==> config.mk <==
export PLATFORM = sky130hd
export DESIGN_NAME = interrupt_level_setup
export DESIGN_NICKNAME = d
export VERILOG_FILES = /design/src/level_setup_pkg.sv /design/src/interrupt_level_setup.sv
export SDC_FILE = /design/constraint.sdc
export NUM_CORES = 1
export LEC_CHECK = 0
export BUFFER_PORTS_ARGS = -buffer_cell sky130_fd_sc_hd__buf_2
export CORE_ASPECT_RATIO = 2
export CORE_UTILIZATION = 59
export DETAILED_ROUTE_END_ITERATION = 8
export MAX_ROUTING_LAYER = met4
export PLACE_DENSITY = 0.93
export SLEW_MARGIN = 40
export SYNTH_ARGS = -nofsm -noshare
export SYNTH_HDL_FRONTEND = slang
export SYNTH_SLANG_ARGS = --single-unit
==> constraint.sdc <==
create_clock -name clk -period 6.2 [get_ports clk]
set_input_delay 1.24 -clock clk [delete_from_list [all_inputs] [get_ports clk]]
set_output_delay 1.24 -clock clk [all_outputs]
set_load 0.01 [all_outputs]
==> src/level_setup_pkg.sv <==
// Summary of operation
// each level setup register holds odd source level in 10:8, even in 2:0
// a level field is the priority directly, 7 highest and 0 lowest
// register 0: low field voltage detector, high field io port
// register 1: low field power generator, high field clock generator
// register 2: low field real-time clock, high field timer channel 0
// register 3: low field uart 0, high field timer channel 1
// register 4: low field sync serial 0, high field i2c
// register 5: low field pwm timer 0, high field pwm timer 1
// register 6: low field uart 1, high field sound generator
// register 7: low field ir remote, high field lcd driver
// register 8: low field rf converter 0, high field rf converter 1
// register 9: low field timer channel 2, high field sync serial 1
// register 10: low field timer channel 3, high field adc
// register 11: low field timer channel 4, high field sync serial 2
// reserved bits read zero, ignore writes; levels clear to zero at reset
// forward highest level, ties to lowest vector, hold others until accepted; the code only registers src_req, so a dropped request is not held
// a level-zero source is never offered; all levels default to zero
// a newer higher-priority request replaces the offered level and vector
package level_setup_pkg;
    localparam int NUM_REGS = 12;
    localparam int NUM_SRC = 24;
    localparam int LEVEL_W = 3;
    localparam int VEC_W = 5;
    localparam int ADDR_W = 8;
    // source index (vector order) per field, two per register
    localparam int SRC_VOLTAGE_DET = 0;
    localparam int SRC_IO_PORT = 1;
    localparam int SRC_POWER_GEN = 2;
    localparam int SRC_CLOCK_GEN = 3;
    localparam int SRC_RTC = 4;
    localparam int SRC_TIMER0 = 5;
    localparam int SRC_UART0 = 6;
    localparam int SRC_TIMER1 = 7;
    localparam int SRC_SYNC_SERIAL0 = 8;
    localparam int SRC_I2C = 9;
    localparam int SRC_PWM_TIMER0 = 10;
    localparam int SRC_PWM_TIMER1 = 11;
    localparam int SRC_UART1 = 12;
    localparam int SRC_SOUND_GEN = 13;
    localparam int SRC_IR_REMOTE = 14;
    localparam int SRC_LCD_DRIVER = 15;
    localparam int SRC_RF_CONV0 = 16;
    localparam int SRC_RF_CONV1 = 17;
    localparam int SRC_TIMER2 = 18;
    localparam int SRC_SYNC_SERIAL1 = 19;
    localparam int SRC_TIMER3 = 20;
    localparam int SRC_ADC = 21;
    localparam int SRC_TIMER4 = 22;
    localparam int SRC_SYNC_SERIAL2 = 23;
    // field positions inside a level setup register
    localparam int EVEN_LSB = 0;
    localparam int ODD_LSB = 8;
    // byte addresses: level registers at 4*x, then status/mask/arbiter
    localparam logic [ADDR_W-1:0] LEVEL_BASE_ADDR = 8'h00;
    localparam logic [ADDR_W-1:0] IRQ_STATUS_ADDR = 8'h40;
    localparam logic [ADDR_W-1:0] IRQ_MASK_ADDR = 8'h44;
    localparam logic [ADDR_W-1:0] OFFER_ADDR = 8'h48;
    localparam logic [LEVEL_W-1:0] LEVEL_RESET = 3'h0;
    localparam logic [1:0] RESP_OKAY = 2'h0;
    localparam logic [1:0] RESP_SLVERR = 2'h2;
    // interrupt status bits
    localparam int EV_ACCEPT = 0;
    localparam int EV_PREEMPT = 1;
    localparam int EV_W = 2;

    typedef struct packed {
        logic valid;
        logic [LEVEL_W-1:0] level;
        logic [VEC_W-1:0] vector;
    } offer_t;
endpackage : level_setup_pkg
==> src/interrupt_level_setup.sv <==
module interrupt_level_setup (
    // clock and reset
    input wire logic clk,
    input wire logic reset_n,
    // axi4-lite write address
    input wire logic [7:0] s_axi_awaddr,
    input wire logic s_axi_awvalid,
    output logic s_axi_awready,
    // axi4-lite write data
    input wire logic [31:0] s_axi_wdata,
    input wire logic [3:0] s_axi_wstrb,
    input wire logic s_axi_wvalid,
    output logic s_axi_wready,
    // axi4-lite write response
    output logic [1:0] s_axi_bresp,
    output logic s_axi_bvalid,
    input wire logic s_axi_bready,
    // axi4-lite read address
    input wire logic [7:0] s_axi_araddr,
    input wire logic s_axi_arvalid,
    output logic s_axi_arready,
    // axi4-lite read data
    output logic [31:0] s_axi_rdata,
    output logic [1:0] s_axi_rresp,
    output logic s_axi_rvalid,
    input wire logic s_axi_rready,
    // peripheral requests, bit n is source n
    input wire logic [level_setup_pkg::NUM_SRC-1:0] src_req,
    // cpu side
    output level_setup_pkg::offer_t cpu_offer,
    input wire logic cpu_accept,
    // summary interrupt
    output logic irq
);
    import level_setup_pkg::*;

    typedef enum logic [1:0] {
        WR_IDLE = 2'b00,
        WR_RESP = 2'b01
    } wr_state_t;

    logic rst_meta_reg;
    logic rst_sync_reg;
    logic [LEVEL_W-1:0] level_reg [NUM_SRC];
    logic [NUM_SRC-1:0] pending_reg;
    offer_t offer_reg;
    offer_t offer_next;
    logic [EV_W-1:0] status_reg;
    logic [EV_W-1:0] mask_reg;
    logic [EV_W-1:0] event_set;
    logic aw_held_reg;
    logic w_held_reg;
    logic [ADDR_W-1:0] awaddr_reg;
    logic [31:0] wdata_reg;
    logic [3:0] wstrb_reg;
    wr_state_t wr_state_reg;
    logic do_write;
    logic wr_level_hit;
    logic [3:0] wr_index;
    logic [3:0] rd_index;
    logic [31:0] rd_word;
    logic rd_ok;

    // reset released through two flops so the release is clean
    always_ff @(posedge clk or negedge reset_n) begin
        if (!reset_n) begin
            rst_meta_reg <= 1'b0;
            rst_sync_reg <= 1'b0;
        end else begin
            rst_meta_reg <= 1'b1;
            rst_sync_reg <= rst_meta_reg;
        end
    end

    // write channels are taken independently, one write in flight
    always_ff @(posedge clk or negedge rst_sync_reg) begin
        if (!rst_sync_reg) begin
            aw_held_reg <= 1'b0;
            w_held_reg <= 1'b0;
            awaddr_reg <= 8'h00;
            wdata_reg <= 32'h0000_0000;
            wstrb_reg <= 4'h0;
        end else begin
            if (s_axi_awvalid && s_axi_awready) begin
                aw_held_reg <= 1'b1;
                awaddr_reg <= s_axi_awaddr;
            end else if (do_write) begin
                aw_held_reg <= 1'b0;
            end
            if (s_axi_wvalid && s_axi_wready) begin
                w_held_reg <= 1'b1;
                wdata_reg <= s_axi_wdata;
                wstrb_reg <= s_axi_wstrb;
            end else if (do_write) begin
                w_held_reg <= 1'b0;
            end
        end
    end

    assign do_write = aw_held_reg && w_held_reg && (wr_state_reg == WR_IDLE);
    assign wr_index = awaddr_reg[5:2];
    assign wr_level_hit = (awaddr_reg[7:6] == LEVEL_BASE_ADDR[7:6]) && (wr_index < 4'(NUM_REGS))
        && (awaddr_reg[1:0] == 2'h0);

    // ready flops: ready only while nothing of that channel is held
    always_ff @(posedge clk or negedge rst_sync_reg) begin
        if (!rst_sync_reg) begin
            s_axi_awready <= 1'b0;
            s_axi_wready <= 1'b0;
        end else begin
            s_axi_awready <= !(aw_held_reg || (s_axi_awvalid && s_axi_awready)) || do_write;
            s_axi_wready <= !(w_held_reg || (s_axi_wvalid && s_axi_wready)) || do_write;
        end
    end

    // write response, slverr on an unmapped word
    always_ff @(posedge clk or negedge rst_sync_reg) begin
        if (!rst_sync_reg) begin
            wr_state_reg <= WR_IDLE;
            s_axi_bvalid <= 1'b0;
            s_axi_bresp <= RESP_OKAY;
        end else begin
            case (wr_state_reg)
                WR_IDLE: begin
                    if (do_write) begin
                        wr_state_reg <= WR_RESP;
                        s_axi_bvalid <= 1'b1;
                        s_axi_bresp <= (wr_level_hit || awaddr_reg == IRQ_STATUS_ADDR
                            || awaddr_reg == IRQ_MASK_ADDR || awaddr_reg == OFFER_ADDR) ? RESP_OKAY : RESP_SLVERR;
                    end
                end
                WR_RESP: begin
                    if (s_axi_bready) begin
                        wr_state_reg <= WR_IDLE;
                        s_axi_bvalid <= 1'b0;
                    end
                end
                default: begin
                    wr_state_reg <= WR_IDLE;
                    s_axi_bvalid <= 1'b0;
                end
            endcase
        end
    end

    // level fields: two per register, reserved bits never stored
    generate
        for (genvar s = 0; s < NUM_SRC; s++) begin : g_level
            localparam int REG_IDX = s / 2;
            localparam int LSB = (s % 2 == 1) ? ODD_LSB : EVEN_LSB;
            // fixed source to field map, index s is vector order, see
            // continuing through the larger variant's sources, see
            always_ff @(posedge clk or negedge rst_sync_reg) begin
                if (!rst_sync_reg) begin
                    level_reg[s] <= LEVEL_RESET;
                end else if (do_write && wr_level_hit && wr_index == 4'(REG_IDX) && wstrb_reg[LSB/8]) begin
                    level_reg[s] <= wdata_reg[LSB +: LEVEL_W];
                end
            end
        end
    endgenerate

    // arbitration: highest level wins, lowest vector on a tie, level 0 never offered
    always_comb begin
        offer_next = '0;
        for (int i = NUM_SRC - 1; i >= 0; i--) begin
            if (pending_reg[i] && level_reg[i] != LEVEL_RESET
                && (!offer_next.valid || level_reg[i] >= offer_next.level)) begin
                offer_next.valid = 1'b1;
                offer_next.level = level_reg[i];
                offer_next.vector = VEC_W'(i);
            end
        end
    end

    // pending bits copy src_req each cycle and clear on an accept; a dropped source request cancels it
    always_ff @(posedge clk or negedge rst_sync_reg) begin
        if (!rst_sync_reg) begin
            pending_reg <= '0;
        end else begin
            for (int i = 0; i < NUM_SRC; i++) begin
                if (cpu_accept && offer_reg.valid && offer_reg.vector == VEC_W'(i)) begin
                    pending_reg[i] <= 1'b0;
                end else begin
                    pending_reg[i] <= src_req[i];
                end
            end
        end
    end

    // offered request re-evaluated every cycle except an accept cycle, so a newer winner replaces it
    always_ff @(posedge clk or negedge rst_sync_reg) begin
        if (!rst_sync_reg) begin
            offer_reg <= '0;
        end else if (cpu_accept && offer_reg.valid) begin
            offer_reg <= '0; // one idle cycle after accept lets the cleared bit settle
        end else begin
            offer_reg <= offer_next;
        end
    end
    assign cpu_offer = offer_reg;

    // events: accept and preemption of an offered request
    assign event_set[EV_ACCEPT] = cpu_accept && offer_reg.valid;
    assign event_set[EV_PREEMPT] = offer_reg.valid && !cpu_accept && offer_next.valid
        && offer_next.vector != offer_reg.vector;

    // sticky status, write one to clear, a new event wins over the clear
    always_ff @(posedge clk or negedge rst_sync_reg) begin
        if (!rst_sync_reg) begin
            status_reg <= '0;
            mask_reg <= '0;
        end else begin
            if (do_write && awaddr_reg == IRQ_STATUS_ADDR && wstrb_reg[0]) begin
                status_reg <= (status_reg & ~wdata_reg[EV_W-1:0]) | event_set;
            end else begin
                status_reg <= status_reg | event_set;
            end
            if (do_write && awaddr_reg == IRQ_MASK_ADDR && wstrb_reg[0]) begin
                mask_reg <= wdata_reg[EV_W-1:0];
            end
        end
    end

    always_ff @(posedge clk or negedge rst_sync_reg) begin
        if (!rst_sync_reg) begin
            irq <= 1'b0;
        end else begin
            irq <= |(status_reg & mask_reg);
        end
    end

    // read mux; reserved bits read zero
    assign rd_index = s_axi_araddr[5:2];
    always_comb begin
        rd_word = 32'h0000_0000;
        rd_ok = 1'b1;
        if (s_axi_araddr[7:6] == LEVEL_BASE_ADDR[7:6] && rd_index < 4'(NUM_REGS) && s_axi_araddr[1:0] == 2'h0) begin
            rd_word[EVEN_LSB +: LEVEL_W] = level_reg[{rd_index, 1'b0}];
            rd_word[ODD_LSB +: LEVEL_W] = level_reg[{rd_index, 1'b1}];
        end else if (s_axi_araddr == IRQ_STATUS_ADDR) begin
            rd_word[EV_W-1:0] = status_reg;
        end else if (s_axi_araddr == IRQ_MASK_ADDR) begin
            rd_word[EV_W-1:0] = mask_reg;
        end else if (s_axi_araddr == OFFER_ADDR) begin
            rd_word[VEC_W-1:0] = offer_reg.vector;
            rd_word[ODD_LSB +: LEVEL_W] = offer_reg.level;
            rd_word[16] = offer_reg.valid;
        end else begin
            rd_ok = 1'b0;
        end
    end

    // read channel: address taken when idle, data one cycle later
    always_ff @(posedge clk or negedge rst_sync_reg) begin
        if (!rst_sync_reg) begin
            s_axi_arready <= 1'b0;
            s_axi_rvalid <= 1'b0;
            s_axi_rdata <= 32'h0000_0000;
            s_axi_rresp <= RESP_OKAY;
        end else if (s_axi_rvalid) begin
            if (s_axi_rready) begin
                s_axi_rvalid <= 1'b0;
                s_axi_arready <= 1'b1;
            end
        end else if (s_axi_arvalid && s_axi_arready) begin
            s_axi_arready <= 1'b0;
            s_axi_rvalid <= 1'b1;
            s_axi_rdata <= rd_word;
            s_axi_rresp <= rd_ok ? RESP_OKAY : RESP_SLVERR;
        end else begin
            s_axi_arready <= 1'b1;
        end
    end
endmodule : interrupt_level_setup

==> impl_metrics.yaml, run 1 <==
placed_design:
  dp_hpwl_um: 36100
  port-buffer-count: 81
  place_congestion: 1.17
logic_synthesis:
  netlist_instances: 1105
  yosysMostFrequentCell: "dfrtp_1"
  ys_seq_elements: 146
  synth_cell_type_count: 95
  syn-cell-area_um2: 10500
  ys_seq_area_share_pct: 34.8
  avgSynthCellArea_um2: 9.51
  ys_top_cells_by_area: "dfrtp_1, mux2_2, ha_1, mux4_2, nand2_1"
  synth.largest_area_cell: "dfrtp_1"
  synthDominantCellAreaShare_pct: 34.8
  synth_edf_count: 0
  async_flop_share_pct: 100
  synthFlopType: "dfrtp_1"
  synthTopCellsByCount: "dfrtp_1, nand2_1, mux2_2, nor2_1, o21ai_0"
  yosys_warnings: 0
clock_network:
  cts.path.max_buffers: 2
  htreeDepth: 4
  cts-root-buf: "clkbuf_16"
  cts_buffers: 17
  clock_sinks: 146
status:
  stop_stage: "global routing"
  error: "[ERROR GRT-0116] Global routing finished with congestion. Check the congestion regions in the DRC Viewer."
  status: "aborted with a tool error"
floorplanning:
  start_util_pct: 60.6
  fp.dieW_um: 96.4
  ios: 135
  die_h_um: 191
  rows: 68
global_routing:
  grt_pass1_wl_um: 120000
  grt.total_usage_pct: 92.0
  grt_max_degree: 65
  grt_pass1_vias: 17200
  overflow: 616
## routing by layer
metal / GRT overflow / global-route usage, %
met1: 13 / 88.6
met2: 432 / 108
met3: 16 / 73.4
met4: 155 / 92.8
met5: - / -
## stage by stage
step / setup TNS (ps) / hold WS, ps / instance area, um^2 / cells / worst slack [ps]
2_1_floorplan: -219920 / 331 / 11100 / 1129 / -23360
4_1_cts: -238100 / 336 / 15600 / 1785 / -25250
3_3_place_gp: -225120 / 340 / 13800 / 1684 / -23820
3_5_place_dp: -244960 / 334 / 13800 / 1685 / -25970
## cells by family after synthesis
family,share of synthesized area [%]
and+or+nand+nor,17.1
AOI/OAI and AO/OA,22.5
DFF,34.8
muxes,14.2
buffers and inverters,4.81
adders and majority gates,6.52
other,0.0714
xor gates and xnor gates,0.0833
## what timing repair did
action / CTS
pin swaps: 92
setup buffers: 69
hold buffers: 0
resized for setup: 111
setup endpoints to repair: 10
==> inputs of run 2 (changes only) <==
- CORE_ASPECT_RATIO: 2 -> unset
- CORE_UTILIZATION: 59 -> 40
- MAX_ROUTING_LAYER: met4 -> unset
- PLACE_DENSITY: 0.93 -> unset
- PLACE_DENSITY_LB_ADDON: unset -> 0.15
==> impl_metrics.yaml, run 2 <==
power:
  switchingPower_mw: 4.48
  sw_frac_of_total_pct: 41.6
  p_comb_share_pct: 76.4
  p_leak_nw: 7.77
  vdd_drop_max_mv: 0.460
  p_per_area_nw_per_um2: 658
  seqPwrFrac_pct: 14.0
  clkPwrFrac_pct: 9.6
  power.internal_mw: 6.29
timing:
  min_period_over_period_pct: 485
  setup_tns_ps: -226300
  setup_viol: 10
  clock.fmax_ghz: 0.0332
  worst_pin_slew_ps: 878
  hold_viol: 0
  finalMaxSlewViolations: 0
  fin_worst_skew_ps: 12.2
  slew_headroom_pct: 41.4
  worst_slack_ps: -23890
  min_period_ps: 30090
  holdWs_ps: 280
  rsz0062_at_grt: "true"
clock_network:
  clk_pin_slew_ps: 70
  cts.path.max_buffers: 2
  insertion_delay_ps: 440
  cts_buffers: 17
  ctsHoldBuffers: 0
  clock_sinks: 146
  cts_tree: "yes"
  htreeDepth: 4
  cts-root-buf: "clkbuf_16"
cells_and_area:
  stdcell_area_um2: 16400
  largest_reg_flops: 72
  final_cell_mix: "buf_4, dfrtp_1, nand2_1, buf_2, mux2_2"
  n_fill_cell: 2066
  final_nets: 1765
  n_antenna_cell: 0
  fin_util_pct: 64.2
  drive_above_1_share_pct: 52.2
  area_growth_pct: 55.6
  mostFrequentLayoutCell: "buf_4"
floorplanning:
  start_util_pct: 41.3
  die_h_um: 164
  ios: 135
  rows: 58
  core_area_um2: 25500
  fp.dieW_um: 164
  dieArea_um2: 26900
critical_path:
  critPathBufInv: 21
  crit_type: "flop to flop"
  crit_required_ps: 6560
  critPathMaxFanout: 5
  rrSetupSlack_ps: -23890
  endpoint_kind: "flop"
  cp_slowest_cell: "dfrtp_2"
  cp_data_arrival_time_ps: 30450
  cpMostUsedCell: "nand2b_4"
  critPathMaxStageDelay_ps: 460
  r2r_end: "status_reg[1]"
  reg2regPathDepth: 169
  cp_top_family: "compound AO/OA/AOI/OAI gates"
  critPathLaunchType: "flop"
  r2r-start: "pending_reg[23]"
logic_synthesis:
  avgSynthCellArea_um2: 9.51
  synth_edf_count: 0
  synthTopCellsByCount: "dfrtp_1, nand2_1, mux2_2, nor2_1, o21ai_0"
  synth_cell_type_count: 95
  ys_seq_elements: 146
  synthFlopType: "dfrtp_1"
  yosys_warnings: 0
  ys_top_cells_by_area: "dfrtp_1, mux2_2, ha_1, mux4_2, nand2_1"
  syn-cell-area_um2: 10500
  yosysMostFrequentCell: "dfrtp_1"
  synthDominantCellAreaShare_pct: 34.8
  netlist_instances: 1105
  synth.largest_area_cell: "dfrtp_1"
  async_flop_share_pct: 100
  ys_seq_area_share_pct: 34.8
detailed_routing:
  drc: 0
  wire_per_inst_um: 20.5
  vias: 11200
  drtAntennaViolNets: 0
  viasPerCell: 5.67
  first_iter_violations: 888
  dr.pass1.iters: 5
  wl_um: 40400
placed_design:
  post_dp_cell_area_um2: 14200
  port-buffer-count: 81
  dp_hpwl_um: 29700
  place_congestion: 0.943
global_routing:
  grt_pass1_wl_um: 60200
  grt_max_degree: 83
  overflow: 0
  grt_pass1_vias: 10800
  grt.total_usage_pct: 30.0
  antenna_found_initial: 1
flow_run:
  drv_cap: 0
status:
  violations: "negative setup slack"
  status: "complete, but fails checks"
hold_path:
  min_path_type: "flop to async pin"
-- run 2: cell counts after synthesis --
Identical to the previous run, type by type.
-- run 2: cell families (layout without fill, tap and decap cells) --
logic type,count (synthesis),in the layout,share of synthesized area [%]
flip-flops,146,146,34.8
buffers and inverters,109,620,4.81
other,2,26,0.0714
XOR/XNOR,1,1,0.0833
AO/OA/AOI/OAI,325,325,22.5
adder cells (fa/ha/maj),55,55,6.52
AND/OR/NAND/NOR,351,351,17.1
multiplexers,116,116,14.2
-- run 2: power by group through the flow --
stage                     clock (mW)  combinational, mW  sequential, mW
after detailed placement           0               6.01            1.50
after global placement             0               5.93            1.50
after CTS                       1.04               7.31            1.49
final                           1.03               8.23            1.51
after global routing            1.09               8.78            1.52
after floorplan                    0               3.62            1.34
-- run 2: routing by layer --
layer | global-route usage, % | share of wire (%) | vias up
li1 | - | - | 5152
met1 | 40.9 | 45 | 5528
met2 | 47.0 | 45 | 421
met3 | 5.58 | 6.4 | 75
met4 | 11.4 | 3.3 | 0
met5 | 0 | 0 | -
-- run 2: worst max path at each step --
stage	slack, ps	cells past startpoint	to	from
finish	-23890	169	status_reg[1]	pending_reg[23]
global route	-25260	171	status_reg[1]	pending_reg[23]
CTS	-23420	169	status_reg[1]	pending_reg[23]
detailed placement	-24120	171	status_reg[1]	pending_reg[23]
global placement	-23730	168	status_reg[1]	pending_reg[23]
floorplan	-23360	169	status_reg[1]	level_reg[0]
-- run 2: cell type report --
class,count,area [um^2],share of cell area (%)
clock buffers,18,429,2.62
clock inverters,14,144,0.879
inverters,59,226,1.38
multi-input cells,874,7610,46.5
flip-flops and latches,146,3660,22.4
well taps,330,413,2.52
repair buffers,529,3880,23.7
-- run 2: per-stage QoR --
stage	cells	worst slack, ps	power, mW
finish	1970	-23890	10.8
global route	1970	-25260	11.4
global placement	1826	-23730	7.44
CTS	1945	-23420	9.83
detailed placement	1827	-24120	7.50
floorplan	1129	-23360	4.96
-- run 2: worst register-to-register path, delay by kind of cell, from the launching register on --
| family | cells | cell delay (ps) |
|---|---|---|
| adders and majority gates | 22 | 5380 |
| AOI/OAI and AO/OA | 71 | 12650 |
| buffers and inverters | 21 | 2540 |
| and+or+nand+nor | 47 | 6580 |
| DFF | 1 | 460 |
| muxes | 8 | 2490 |
-- run 2: timing repair --
action,in CTS,in global routing
setup endpoints to repair,10,10
buffers inserted,87,36
resized for setup,74,72
gates cloned,0,0
pin swaps,62,46
Power figures use the tool's default switching activity.
